`src/cp0_exc_pkg.sv`:
```
// Functional notes
// RL1 - Timer pending bit set on count match
// RL2 - Pending bits 6:2 follow interrupt inputs
// RL3 - Software sets/clears pending 1:0 only
// RL4 - Exception loads resume_pc with fault address
// RL5 - Delay slot stores branch address, sets flag
// RL6 - Compressed mode: bit 0 holds ISA flag
// RL7 - Extend prefix or jump slot: preceding address
// RL8 - Format chosen from strap after reset
// RL9 - Exception sets level; level blocks resume_pc update
// RL10 - Watch match raises cause code 23
// RL11 - Watch compares physical bits 31:3
// RL12 - Load/store enables gate watch matches
// RL13 - Software initialises watch registers first
// RL14 - Miss writes VA 39:11 to field 32:4
// RL15 - Space type from VA bits 63:62
// RL16 - Page table base left to software
// RL17 - Reserved fields read as zero
// RL18 - Parity register: plain 8-bit storage
// RL19 - Cache error register: plain storage
// RL20 - Error events capture restart PC
// RL21 - Error level freezes error_resume_pc
// RL22 - No delay flag for error PC
// RL23 - delay_slot_flag is cause bit 31
// RL24 - Cold reset sets error level, bootstrap bit
// RL25 - Hardware update beats same-cycle software write (a software write of count_reg replaces that cycle's increment)
// RL26 - Aborted accesses do not watch-match
package cp0_exc_pkg;
   // Register byte addresses
   localparam logic [7:0] ADDR_CAUSE       = 8'h00;
   localparam logic [7:0] ADDR_RESUME_LO   = 8'h04;
   localparam logic [7:0] ADDR_RESUME_HI   = 8'h08;
   localparam logic [7:0] ADDR_WATCH_LO    = 8'h0C;
   localparam logic [7:0] ADDR_WATCH_HI    = 8'h10;
   localparam logic [7:0] ADDR_XCTX_LO     = 8'h14;
   localparam logic [7:0] ADDR_XCTX_HI     = 8'h18;
   localparam logic [7:0] ADDR_PARITY      = 8'h1C;
   localparam logic [7:0] ADDR_CACHE_ERR   = 8'h20;
   localparam logic [7:0] ADDR_ERR_LO      = 8'h24;
   localparam logic [7:0] ADDR_ERR_HI      = 8'h28;
   localparam logic [7:0] ADDR_STATUS      = 8'h2C;
   localparam logic [7:0] ADDR_COUNT       = 8'h30;
   localparam logic [7:0] ADDR_COMPARE     = 8'h34;
   // Field positions
   localparam int CAUSE_BD_BIT    = 31;
   localparam int CAUSE_CODE_LSB  = 2;
   localparam int CAUSE_IP_LSB    = 8;
   localparam int STAT_EXL_BIT    = 1;
   localparam int STAT_ERL_BIT    = 2;
   localparam int STAT_BEV_BIT    = 22;
   localparam int WATCH_W_BIT     = 0;
   localparam int WATCH_R_BIT     = 1;
   localparam logic [4:0] CODE_WATCH = 5'h17;
   localparam logic [1:0] SW_IP_MASK = 2'h3;
   localparam logic [7:0] PARITY_MASK_W = 8'hFF;
   // Response codes
   localparam logic [1:0] RESP_OKAY   = 2'h0;
   localparam logic [1:0] RESP_SLVERR = 2'h2;

   typedef enum logic [1:0] {
      BUS_IDLE = 2'b00,
      BUS_RESP = 2'b01
   } bus_state_t;
endpackage : cp0_exc_pkg

```
`src/cp0_exception_state_regs.sv`:
```
`timescale 1ns/10ps
module cp0_exception_state_regs
   import cp0_exc_pkg::*;
(
   // Clock and reset
   input  wire logic        CLK,
   input  wire logic        RST_N,
   // Strap
   input  wire logic        COMPRESSED_ISA_ENABLE,
   // Interrupt sources
   input  wire logic [4:0]  INT_REQ,
   // Exception commit
   input  wire logic        EXC_COMMIT,
   input  wire logic [4:0]  EXC_CODE,
   input  wire logic [63:0] EXC_PC,
   input  wire logic [63:0] EXC_PREV_PC,
   input  wire logic        EXC_IN_SLOT,
   input  wire logic        EXC_ISA16,
   input  wire logic        EXC_MODE64,
   // Translation miss
   input  wire logic        TLB_MISS,
   input  wire logic [63:0] MISS_VADDR,
   // Error events and level clears
   input  wire logic        ERR_EVENT,
   input  wire logic        ERR_CLEAR,
   input  wire logic        EXL_CLEAR,
   // Data access
   input  wire logic        ACC_VALID,
   input  wire logic        ACC_STORE,
   input  wire logic        ACC_ABORTED,
   input  wire logic [31:0] ACC_PADDR,
   // Status outputs
   output logic             WATCH_EXC,
   output logic [7:0]       INT_PENDING,
   output logic             EXCEPTION_LEVEL,
   output logic             ERROR_LEVEL,
   output logic             BOOTSTRAP_VECTOR_SELECT,
   // AXI4-Lite slave
   input  wire logic [7:0]  S_AXI_AWADDR,
   input  wire logic        S_AXI_AWVALID,
   output logic             S_AXI_AWREADY,
   input  wire logic [31:0] S_AXI_WDATA,
   input  wire logic [3:0]  S_AXI_WSTRB,
   input  wire logic        S_AXI_WVALID,
   output logic             S_AXI_WREADY,
   output logic [1:0]       S_AXI_BRESP,
   output logic             S_AXI_BVALID,
   input  wire logic        S_AXI_BREADY,
   input  wire logic [7:0]  S_AXI_ARADDR,
   input  wire logic        S_AXI_ARVALID,
   output logic             S_AXI_ARREADY,
   output logic [31:0]      S_AXI_RDATA,
   output logic [1:0]       S_AXI_RRESP,
   output logic             S_AXI_RVALID,
   input  wire logic        S_AXI_RREADY
);
   ////////////////////////////////////////////////////////////////////////////////
   logic             isa16_reg;
   logic             strap_done_reg;
   logic [1:0]       sw_ip_reg;
   logic             timer_ip_reg;
   logic             bd_reg;
   logic [4:0]       code_reg;
   logic [63:0]      resume_reg;
   logic [63:0]      err_resume_reg;
   logic             exl_reg;
   logic             erl_reg;
   logic             bev_reg;
   logic [31:0]      watch_lo_reg;
   logic [31:0]      watch_hi_reg;
   logic [28:0]      ptbase_reg;
   logic [1:0]       space_reg;
   logic [28:0]      vpn2_reg;
   logic [7:0]       parity_reg;
   logic [31:0]      cache_err_reg;
   logic [31:0]      count_reg;
   logic [31:0]      compare_reg;
   logic             watch_hit;
   logic             aw_full_reg;
   logic             w_full_reg;
   logic [7:0]       aw_addr_reg;
   logic [31:0]      w_data_reg;
   logic [3:0]       w_strb_reg;
   logic             bvalid_reg;
   logic [1:0]       bresp_reg;
   logic             rvalid_reg;
   logic [31:0]      rdata_reg;
   logic [1:0]       rresp_reg;
   logic             wr_go;
   logic             resume_upd;
   logic [63:0]      ret_addr;
   logic [31:0]      xctx_hi_wr;

   // Byte-lane merge of a 32-bit word
   function automatic logic [31:0] merge(input logic [31:0] old, input logic [31:0] d,
                                         input logic [3:0] s);
      logic [31:0] r;
      r = old;
      for (int i = 0; i < 4; i++) begin
         if (s[i]) begin
            r[i*8 +: 8] = d[i*8 +: 8];
         end
      end
      return r;
   endfunction : merge

   // Return address with optional mode bit in bit 0
   function automatic logic [63:0] ret_fmt(input logic [63:0] pc, input logic isa16,
                                           input logic en16, input logic m64);
      logic [63:0] r;
      r = m64 ? pc : {{32{pc[31]}}, pc[31:0]};
      if (en16) begin
         r[0] = isa16;  // [RL6]
      end
      return r;
   endfunction : ret_fmt

   ////////////////////////////////////////////////////////////////////////////////
   // AXI write and read channels
   assign S_AXI_AWREADY = !aw_full_reg && !bvalid_reg;
   assign S_AXI_WREADY  = !w_full_reg && !bvalid_reg;
   assign S_AXI_BVALID  = bvalid_reg;
   assign S_AXI_BRESP   = bresp_reg;
   assign S_AXI_ARREADY = !rvalid_reg;
   assign S_AXI_RVALID  = rvalid_reg;
   assign S_AXI_RDATA   = rdata_reg;
   assign S_AXI_RRESP   = rresp_reg;
   assign wr_go = aw_full_reg && w_full_reg && !bvalid_reg;

   always_ff @(posedge CLK) begin
      if (!RST_N) begin
         aw_full_reg <= 1'b0;
         w_full_reg  <= 1'b0;
         aw_addr_reg <= 8'h00;
         w_data_reg  <= 32'h0000_0000;
         w_strb_reg  <= 4'h0;
         bvalid_reg  <= 1'b0;
         bresp_reg   <= RESP_OKAY;
      end else begin
         if (S_AXI_AWVALID && S_AXI_AWREADY) begin
            aw_full_reg <= 1'b1;
            aw_addr_reg <= S_AXI_AWADDR;
         end
         if (S_AXI_WVALID && S_AXI_WREADY) begin
            w_full_reg <= 1'b1;
            w_data_reg <= S_AXI_WDATA;
            w_strb_reg <= S_AXI_WSTRB;
         end
         if (wr_go) begin
            aw_full_reg <= 1'b0;
            w_full_reg  <= 1'b0;
            bvalid_reg  <= 1'b1;
            bresp_reg   <= (aw_addr_reg > ADDR_COMPARE || aw_addr_reg[1:0] != 2'h0)
                           ? RESP_SLVERR : RESP_OKAY;
         end else if (bvalid_reg && S_AXI_BREADY) begin
            bvalid_reg <= 1'b0;
         end
      end
   end

   ////////////////////////////////////////////////////////////////////////////////
   // Read mux; reserved bits come back zero
   always_ff @(posedge CLK) begin
      if (!RST_N) begin
         rvalid_reg <= 1'b0;
         rdata_reg  <= 32'h0000_0000;
         rresp_reg  <= RESP_OKAY;
      end else if (S_AXI_ARVALID && S_AXI_ARREADY) begin
         rvalid_reg <= 1'b1;
         rresp_reg  <= RESP_OKAY;
         unique case (S_AXI_ARADDR)
            ADDR_CAUSE:     rdata_reg <= {bd_reg, 15'h0000, INT_PENDING, 1'b0,
                                          code_reg, 2'h0};  // [RL17] [RL23]
            ADDR_RESUME_LO: rdata_reg <= resume_reg[31:0];
            ADDR_RESUME_HI: rdata_reg <= resume_reg[63:32];
            ADDR_WATCH_LO:  rdata_reg <= {watch_lo_reg[31:3], 1'b0,
                                          watch_lo_reg[1:0]};  // [RL17]
            ADDR_WATCH_HI:  rdata_reg <= watch_hi_reg;
            ADDR_XCTX_LO:   rdata_reg <= {vpn2_reg[27:0], 4'h0};  // [RL17]
            ADDR_XCTX_HI:   rdata_reg <= {ptbase_reg, space_reg, vpn2_reg[28]};
            ADDR_PARITY:    rdata_reg <= {24'h000000, parity_reg};  // [RL17]
            ADDR_CACHE_ERR: rdata_reg <= cache_err_reg;
            ADDR_ERR_LO:    rdata_reg <= err_resume_reg[31:0];
            ADDR_ERR_HI:    rdata_reg <= err_resume_reg[63:32];
            ADDR_STATUS:    rdata_reg <= {9'h000, bev_reg, 19'h00000, erl_reg,
                                          exl_reg, isa16_reg};
            ADDR_COUNT:     rdata_reg <= count_reg;
            ADDR_COMPARE:   rdata_reg <= compare_reg;
            default: begin
               rdata_reg <= 32'h0000_0000;
               rresp_reg <= RESP_SLVERR;
            end
         endcase
      end else if (rvalid_reg && S_AXI_RREADY) begin
         rvalid_reg <= 1'b0;
      end
   end

   ////////////////////////////////////////////////////////////////////////////////
   // Strap caught by a clocked process after reset release
   always_ff @(posedge CLK) begin
      if (!RST_N) begin
         strap_done_reg <= 1'b0;
         isa16_reg      <= 1'b0;
      end else if (!strap_done_reg) begin
         strap_done_reg <= 1'b1;
         isa16_reg      <= COMPRESSED_ISA_ENABLE;  // [RL8]
      end
   end

   ////////////////////////////////////////////////////////////////////////////////
   // Interrupt pending
   assign INT_PENDING = {timer_ip_reg, INT_REQ, sw_ip_reg};  // [RL2]

   always_ff @(posedge CLK) begin
      if (!RST_N) begin
         count_reg    <= 32'h0000_0000;
         compare_reg  <= 32'hFFFF_FFFF;
         timer_ip_reg <= 1'b0;
      end else begin
         count_reg <= count_reg + 32'h0000_0001;
         if (wr_go && aw_addr_reg == ADDR_COUNT) begin
            count_reg <= merge(count_reg, w_data_reg, w_strb_reg);
         end
         // Writing compare acknowledges the timer; a match in the same cycle wins
         if (wr_go && aw_addr_reg == ADDR_COMPARE) begin
            compare_reg  <= merge(compare_reg, w_data_reg, w_strb_reg);
            timer_ip_reg <= 1'b0;
         end
         if (count_reg == compare_reg) begin
            timer_ip_reg <= 1'b1;  // [RL1]
         end
      end
   end

   always_ff @(posedge CLK) begin
      if (!RST_N) begin
         sw_ip_reg <= 2'h0;
      end else if (wr_go && aw_addr_reg == ADDR_CAUSE && w_strb_reg[1]) begin
         sw_ip_reg <= w_data_reg[CAUSE_IP_LSB +: 2] & SW_IP_MASK;  // [RL3]
      end
   end

   ////////////////////////////////////////////////////////////////////////////////
   // Exception capture
   assign resume_upd = EXC_COMMIT && !exl_reg;  // [RL9]
   assign ret_addr = ret_fmt(EXC_IN_SLOT ? EXC_PREV_PC : EXC_PC, EXC_ISA16,
                             isa16_reg, EXC_MODE64);  // [RL5] [RL7]

   always_ff @(posedge CLK) begin
      if (!RST_N) begin
         resume_reg <= 64'h0000_0000_0000_0000;
         bd_reg     <= 1'b0;
         code_reg   <= 5'h00;
      end else begin
         if (wr_go && aw_addr_reg == ADDR_RESUME_LO) begin
            resume_reg[31:0] <= merge(resume_reg[31:0], w_data_reg, w_strb_reg);  // [RL4]
         end
         if (wr_go && aw_addr_reg == ADDR_RESUME_HI) begin
            resume_reg[63:32] <= merge(resume_reg[63:32], w_data_reg, w_strb_reg);
         end
         if (EXC_COMMIT) begin
            code_reg <= WATCH_EXC ? CODE_WATCH : EXC_CODE;  // [RL10] [RL25]
            bd_reg   <= EXC_IN_SLOT;  // [RL23]
         end
         if (resume_upd) begin
            resume_reg <= ret_addr;  // [RL4] [RL25]
         end
      end
   end

   always_ff @(posedge CLK) begin
      if (!RST_N) begin
         exl_reg <= 1'b0;
         erl_reg <= 1'b1;  // [RL24]
         bev_reg <= 1'b1;  // [RL24]
      end else begin
         if (wr_go && aw_addr_reg == ADDR_STATUS) begin
            exl_reg <= w_data_reg[STAT_EXL_BIT];
            erl_reg <= w_data_reg[STAT_ERL_BIT];
            bev_reg <= w_data_reg[STAT_BEV_BIT];
         end
         if (EXL_CLEAR) begin
            exl_reg <= 1'b0;
         end
         if (ERR_CLEAR) begin
            erl_reg <= 1'b0;
         end
         if (EXC_COMMIT) begin
            exl_reg <= 1'b1;  // [RL9]
         end
         if (ERR_EVENT) begin
            erl_reg <= 1'b1;
         end
      end
   end

   assign EXCEPTION_LEVEL         = exl_reg;
   assign ERROR_LEVEL             = erl_reg;
   assign BOOTSTRAP_VECTOR_SELECT = bev_reg;

   // Error PC: no delay flag, but slot still yields branch address
   always_ff @(posedge CLK) begin
      if (!RST_N) begin
         err_resume_reg <= 64'h0000_0000_0000_0000;
      end else begin
         if (wr_go && aw_addr_reg == ADDR_ERR_LO) begin
            err_resume_reg[31:0] <= merge(err_resume_reg[31:0], w_data_reg, w_strb_reg);
         end
         if (wr_go && aw_addr_reg == ADDR_ERR_HI) begin
            err_resume_reg[63:32] <= merge(err_resume_reg[63:32], w_data_reg, w_strb_reg);
         end
         if (ERR_EVENT && !erl_reg) begin  // [RL21]
            err_resume_reg <= ret_addr;  // [RL20] [RL22]
         end
      end
   end

   ////////////////////////////////////////////////////////////////////////////////
   // Watch; contents need software setup after reset
   always_ff @(posedge CLK) begin
      if (!RST_N) begin
         watch_lo_reg <= 32'h0000_0000;  // [RL13]
         watch_hi_reg <= 32'h0000_0000;
      end else begin
         if (wr_go && aw_addr_reg == ADDR_WATCH_LO) begin
            watch_lo_reg <= merge(watch_lo_reg, w_data_reg, w_strb_reg) & 32'hFFFF_FFFB;
         end
         if (wr_go && aw_addr_reg == ADDR_WATCH_HI) begin
            watch_hi_reg <= merge(watch_hi_reg, w_data_reg, w_strb_reg);
         end
      end
   end

   cp0_watch_match u_watch (
      .access_valid       (ACC_VALID),
      .access_is_store    (ACC_STORE),
      .access_aborted     (ACC_ABORTED),
      .access_paddr       (ACC_PADDR),
      .watch_phys_addr    (watch_lo_reg[31:3]),
      .load_match_enable  (watch_lo_reg[WATCH_R_BIT]),
      .store_match_enable (watch_lo_reg[WATCH_W_BIT]),
      .watch_hit          (watch_hit)
   );
   assign WATCH_EXC = watch_hit;  // [RL10]

   ////////////////////////////////////////////////////////////////////////////////
   // Extended context and compatibility registers
   assign xctx_hi_wr = merge({ptbase_reg, 3'h0}, w_data_reg, w_strb_reg);
   always_ff @(posedge CLK) begin
      if (!RST_N) begin
         ptbase_reg <= 29'h0000000;
         space_reg  <= 2'h0;
         vpn2_reg   <= 29'h0000000;
      end else begin
         if (wr_go && aw_addr_reg == ADDR_XCTX_HI) begin
            ptbase_reg <= xctx_hi_wr[31:3];  // [RL16]
         end
         if (TLB_MISS) begin
            vpn2_reg  <= MISS_VADDR[39:11];  // [RL14]
            space_reg <= MISS_VADDR[63:62];  // [RL15]
         end
      end
   end

   always_ff @(posedge CLK) begin
      if (!RST_N) begin
         parity_reg    <= 8'h00;
         cache_err_reg <= 32'h0000_0000;
      end else begin
         if (wr_go && aw_addr_reg == ADDR_PARITY && w_strb_reg[0]) begin
            parity_reg <= w_data_reg[7:0] & PARITY_MASK_W;  // [RL18]
         end
         if (wr_go && aw_addr_reg == ADDR_CACHE_ERR) begin
            cache_err_reg <= merge(cache_err_reg, w_data_reg, w_strb_reg);  // [RL19]
         end
      end
   end
endmodule : cp0_exception_state_regs

```
`src/cp0_watch_match.sv`:
```
`timescale 1ns/10ps
module cp0_watch_match
   import cp0_exc_pkg::*;
(
   // Access
   input  wire logic        access_valid,
   input  wire logic        access_is_store,
   input  wire logic        access_aborted,
   input  wire logic [31:0] access_paddr,
   // Watch setup
   input  wire logic [31:3] watch_phys_addr,
   input  wire logic        load_match_enable,
   input  wire logic        store_match_enable,
   // Result
   output logic             watch_hit
);
   logic addr_eq;
   assign addr_eq = (access_paddr[31:3] == watch_phys_addr);  // [RL11]
   // Higher-priority abort wins so one exception per instruction
   assign watch_hit = access_valid && !access_aborted && addr_eq  // [RL26]
                      && (access_is_store ? store_match_enable : load_match_enable); // [RL12]
endmodule : cp0_watch_match

```
`config.mk`:
```
export PLATFORM = sky130hd
export DESIGN_NAME = cp0_exception_state_regs
export DESIGN_NICKNAME = d
export VERILOG_FILES = /design/src/cp0_exc_pkg.sv /design/src/cp0_exception_state_regs.sv /design/src/cp0_watch_match.sv
export SDC_FILE = /design/constraint.sdc
export NUM_CORES = 1
export LEC_CHECK = 0
export BUFFER_PORTS_ARGS = -buffer_cell sky130_fd_sc_hd__buf_2
export CELL_PAD_IN_SITES_DETAIL_PLACEMENT = 1
export CELL_PAD_IN_SITES_GLOBAL_PLACEMENT = 1
export CORE_ASPECT_RATIO = 0.8
export CORE_MARGIN = 8
export CORE_UTILIZATION = 35
export DETAILED_ROUTE_END_ITERATION = 12
export PLACE_DENSITY = 0.79
export SETUP_SLACK_MARGIN = 0.02
export SLEW_MARGIN = 40
export SYNTH_ARGS = -nofsm -noshare
export SYNTH_HDL_FRONTEND = slang
export SYNTH_SLANG_ARGS = --single-unit
```
`constraint.sdc`:
```
create_clock -name CLK -period 2.3 [get_ports CLK]
set_input_delay 0.46 -clock CLK [delete_from_list [all_inputs] [get_ports CLK]]
set_output_delay 0.46 -clock CLK [all_outputs]
set_load 0.03 [all_outputs]
```
After elaboration in Yosys (flattened, before gate mapping)
Index checks and enable logic that the tools add are counted.
- output and inout bits: 53
- bits of input ports: 305
- word-level logic and storage cells: 223
- register bits after elaboration: 453
- order comparisons: 1
- reduce and logical (&&, ||, !) cells: 96
- muxes and demuxes: 31
- bitwise operators: 1
- equality and inequality tests: 31
- add/sub/neg operators: 1
- operators with widths (cell ; number):
    one-hot mux 32 bit (14 select lines) ; 1
    2-to-1 mux 64 bit ; 4
    2-to-1 mux 32 bit ; 5
    equality test 8 x 6 -> 1 bit, second input constant ; 12
    AND reduction 2 bit ; 36
    equality test 8 x 5 -> 1 bit, second input constant ; 7
    nonzero test 2 bit ; 17
    adder 32 x 1 -> 32 bit, second input constant ; 1
    equality test 32 bit ; 1
    equality test 8 x 4 -> 1 bit, second input constant ; 4
    2-to-1 mux 8 bit ; 4
    equality test 29 bit ; 1
    logical AND 1 bit ; 29
    equality test 8 x 3 -> 1 bit, second input constant ; 2
    logical NOT 8 bit ; 2
    2-to-1 mux 1 bit ; 14
    OR reduction 14 bit ; 1
    > comparator 8 x 6 -> 1 bit, second input constant ; 1
    inequality test 2 bit, second input constant ; 4
    logical NOT 1 bit ; 7
    2-to-1 mux 5 bit ; 1
    2-to-1 mux 2 bit ; 2
    OR reduction 2 bit ; 2
    nonzero test 3 bit ; 1
    2 further kinds ; 2

Depth between registers and ports, before layout
- word-level depth: 6
- gate-level depth with buffers: 8
- mapped depth without buffers: 6

Modules after synthesis
From an unflattened synthesis, not the netlist that was laid out.
- cells, all modules: 2924
- area, all modules: 23232.3 um^2
- modules (own cells, without submodules) (module ; times used ; cells an instance ; area each (um^2)):
    cp0_exception_state_regs ; 1 ; 2883 ; 22880.7
    cp0_watch_match ; 1 ; 41 ; 351.6

Worst setup path before layout
OpenSTA, ideal clock, no wires.
- path kind: input port to output port
- start: input ACC_PADDR[4]
- end: output WATCH_EXC
- stages on the path: 5
- arrival: 1778 ps
- path slack: 62 ps
- required time: 1840 ps
- cell sequence: xnor2_1 > nand4_1 > or4_1 > or3_1 > inv_1
- cells in the longest elaborated chain, start to end: 3
- RTL lines (item ; line ; source):
    from (decl) ; cp0_exception_state_regs.sv:31 ; input wire logic [31:0] ACC_PADDR,
    equality test 29 bit ; cp0_watch_match.sv:18 ; assign addr_eq = (access_paddr[31:3] == watch_phys_addr);
    logical AND 1 bit ; cp0_watch_match.sv:20 ; assign watch_hit = access_valid && !access_aborted && addr_eq
    logical AND 1 bit ; cp0_watch_match.sv:21 ; && (access_is_store ? store_match_enable : load_match_enable);
    to (decl) ; cp0_exception_state_regs.sv:33 ; output logic WATCH_EXC,
No other way between the ends.

Worst setup path after layout
- start: register watch_lo_reg[30]
- end: output WATCH_EXC
- cells in the longest elaborated chain, start to end: 3
- RTL lines (item ; line ; source):
    from (decl) ; cp0_exception_state_regs.sv:69 ; logic [31:0] watch_lo_reg;
    from (signal assigned) ; cp0_exception_state_regs.sv:327 ; watch_lo_reg <= merge(watch_lo_reg, w_data_reg, w_strb_reg) & 32'hFFFF_FFFB;
    equality test 29 bit ; cp0_watch_match.sv:18 ;
    logical AND 1 bit ; cp0_watch_match.sv:20 ;
    logical AND 1 bit ; cp0_watch_match.sv:21 ;
No other way between the ends.

==> flow_metrics.env <==
export IMPL_cts_buffer_depth=3
export IMPL_drv_slew=0
export IMPL_hold_start="EXL_CLEAR"
export IMPL_cp_startpoint="watch_lo_reg[30]$_SDFFE_PN0P_"
export IMPL_num_rows=84
export IMPL_io_buffers=319
export IMPL_place_area_um2=27700
export IMPL_stdcell_area_um2=29700
export IMPL_drtIter0Drc=3332
export IMPL_drive_gt1_share_pct=25.1
export IMPL_start_kind="flop"
export IMPL_hp_class="input pin to flop"
export IMPL_syn2layout_area_growth_pct=28.8
export IMPL_grt_overflow=0
export IMPL_die_area_um2=74400
export IMPL_cts_buffers=50
export IMPL_hold_viol_final=0
export IMPL_synth_seq_cells=451
export IMPL_htree_num_levels=2
export IMPL_synth_area_um2=23000
export IMPL_ys_types=79
export IMPL_fin_crit_sh_pct=126
export IMPL_relSlewSlack_pct=35.1
export IMPL_worstPathRequired_ns=1.84
export IMPL_initial_utilization_pct=35.2
export IMPL_violations="setup timing"
export IMPL_holdWs_ns=0.0290
export IMPL_root_buffer="clkbuf_16"
export IMPL_fin_skew_ns=0.0223
export IMPL_syn_inst=2898
export IMPL_endpoint_kind="output port"
export IMPL_ys_seq_area_share_pct=39.2
export IMPL_insertion_delay_ns=0.63
export IMPL_synthArstFlopShare_pct=0
export IMPL_grt_pass1_wl_mm=170
export IMPL_crit_type="flop to output port"
export IMPL_layout_nets=3643
export IMPL_rsz0062_at_grt="true"
export IMPL_hold_buffers=0
export IMPL_p_sw_share_pct=28.2
export IMPL_status="complete, but fails checks"
export IMPL_drc_errors=0
export IMPL_track_usage_pct=30.3
export IMPL_vdd_drop_max_mv=0.526
export IMPL_synth_flop_cell="dfxtp_1"
export IMPL_grt_util_met3_pct=9.13
export IMPL_max_cap_violations=0
export IMPL_coreArea_um2=65500
export IMPL_clk_pin_slew_ns=0.06
export IMPL_tritoncts="built"
export IMPL_period_minus_slack_ns=2.91
export IMPL_vias=25629
export IMPL_die_x_um=303
export IMPL_firstDrtPassIters=10
export IMPL_wire_per_inst_um=27.9
export IMPL_pwr_share_clk_pct=44.1
export IMPL_final_cell_mix="nand2_1, dfxtp_1, buf_2, buf_4, mux2i_1"
export IMPL_timing_rr_start="aw_addr_reg[3]$_SDFFE_PN0P_"
export IMPL_cp_arrival_ns=2.45
export IMPL_worstPathMaxFanout=2
export IMPL_gp_congestion=1.04
export IMPL_ant_nets=0
export IMPL_io_pins=358
export IMPL_worstMarginPinSlew_ns=0.972
export IMPL_met2_usage_pct=44.2
export IMPL_power_per_cell_area_nw_per_um2=652
export IMPL_p_sw_uw=5460
export IMPL_synth_edf_count=0
export IMPL_hpwl_mm=89.7
export IMPL_grt_util_met1_pct=41.3
export IMPL_die_y_um=245
export IMPL_r2r_slack_ns=0.03
export IMPL_via_per_inst=6.05
export IMPL_avgSynthCellArea_um2=7.95
export IMPL_max_freq_mhz=344
export IMPL_p_leak_uw=0.0118
export IMPL_finalWirelength_mm=118
export IMPL_setup_viol=1
export IMPL_first_global_vias=25490
export IMPL_final_common_cell="nand2_1"
export IMPL_top_usage_layer="met2"
export IMPL_grt_max_degree=91
export IMPL_ys_warnings_count=0
export IMPL_nFillCells=7926
export IMPL_fin_ws_ns=-0.607
export IMPL_cts_sinks=451
export IMPL_antenna_found_initial=10
export IMPL_intPower_uw=13900
export IMPL_comb_power_share_pct=12.4
export IMPL_seqPwrFrac_pct=43.5
-- cell families (layout without fill, tap and decap cells) --
logic type               count (synthesis)  in the layout  synth area share (%)
multiplexers                           270            270                  11.9
buffers and inverters                  294            772                  5.27
flip-flops                             451            451                  39.2
other                                    1              3                0.0163
XOR/XNOR                                61             61                  2.32
AND/OR/NAND/NOR                       1080           1080                  21.3
AO/OA/AOI/OAI                          740            740                  19.9
adder cells (fa/ha/maj)                  1              1                0.0543
-- layout make-up --
| class | count | area [um^2] | share of cell area [%] |
|---|---|---|---|
| clock inverters | 17 | 224 | 0.754 |
| multi-input cells | 2154 | 13100 | 44.1 |
| inverters | 15 | 63.8 | 0.215 |
| flip-flops and latches | 451 | 9040 | 30.5 |
| diodes | 1 | 2.50 | 0.00843 |
| clock buffers | 75 | 1490 | 5.00 |
| repair buffers | 665 | 4700 | 15.8 |
| well taps | 860 | 1080 | 3.62 |
-- routing by layer --
layer	vias up	share of wire [%]	routed length (um)
met4	6	4.7	5560
met5	-	0.032	38
met3	321	12	14300
met1	12567	42	49300
met2	1507	41	48900
li1	11228	-	-
-- worst paths after layout --
path | endpoint | depth (start not counted)
setup / recovery | WATCH_EXC | 6
hold / removal | EXCEPTION_LEVEL$_SDFFE_PN0P_ | 2
setup reg to reg | count_reg[4]$_SDFFE_PN0P_ | 8
hold reg to reg | ptbase_reg[16]$_SDFFE_PN0P_ | 2
-- cell usage after synthesis (18+ instances only) --
library cell | number | area (um^2)
nand2_1 | 558 | 2090
buf_1 | 19 | 71.3
buf_2 | 37 | 185
nand4_1 | 27 | 169
mux2_2 | 20 | 225
a22oi_1 | 57 | 428
o22ai_1 | 23 | 144
a211oi_1 | 80 | 601
a31oi_1 | 26 | 163
clkbuf_1 | 210 | 788
xnor2_1 | 49 | 429
mux2i_1 | 248 | 2480
o21ai_1 | 22 | 110
a21oi_1 | 234 | 1170
nor2_1 | 156 | 586
nor3_1 | 18 | 90.1
o21ai_0 | 172 | 861
a222oi_1 | 20 | 200
nand3_1 | 188 | 941
a22o_1 | 22 | 193
dfxtp_1 | 451 | 9030
and2_1 | 28 | 175
-- power by group through the flow --
stage	registers (uW)	logic (uW)	clock network [uW]
3_5_place_dp	8550	2310	0
6_report	8420	2390	8540
3_3_place_gp	8540	2250	0
4_1_cts	8380	2340	8580
2_1_floorplan	8300	1290	0
5_1_grt	8400	2530	8860
-- repair_timing --
| item | 4_1_cts | 5_1_grt |
|---|---|---|
| buffers inserted | 0 | 6 |
| setup endpoints to repair | 8 | 54 |
| pin swaps | 9 | 22 |
| gates resized for setup | 21 | 38 |
| cloned | 0 | 1 |
-- metrics by stage --
step,worst slack (ns),setup TNS [ns],util (%),cells,total power (uW)
2_1_floorplan,0.0618,0,-,2899,9590
3_3_place_gp,-0.664,-2.45,42.3,4140,10800
3_5_place_dp,-0.653,-3.27,42.3,4140,10900
4_1_cts,-0.648,-0.648,45.0,4230,19300
5_1_grt,-0.661,-0.814,45.3,4237,19800
6_report,-0.607,-0.607,45.3,4238,19300
-- worst max-delay path, stage by stage, from the launching register on --
cell and delay, ns:
dfxtp_1 0.43, xnor2_1 0.16, nand4_1 0.14, or4_4 0.54, or3_4 0.37, inv_2 0.07
buf_6 0.12
(Power assumes the default switching activity.)
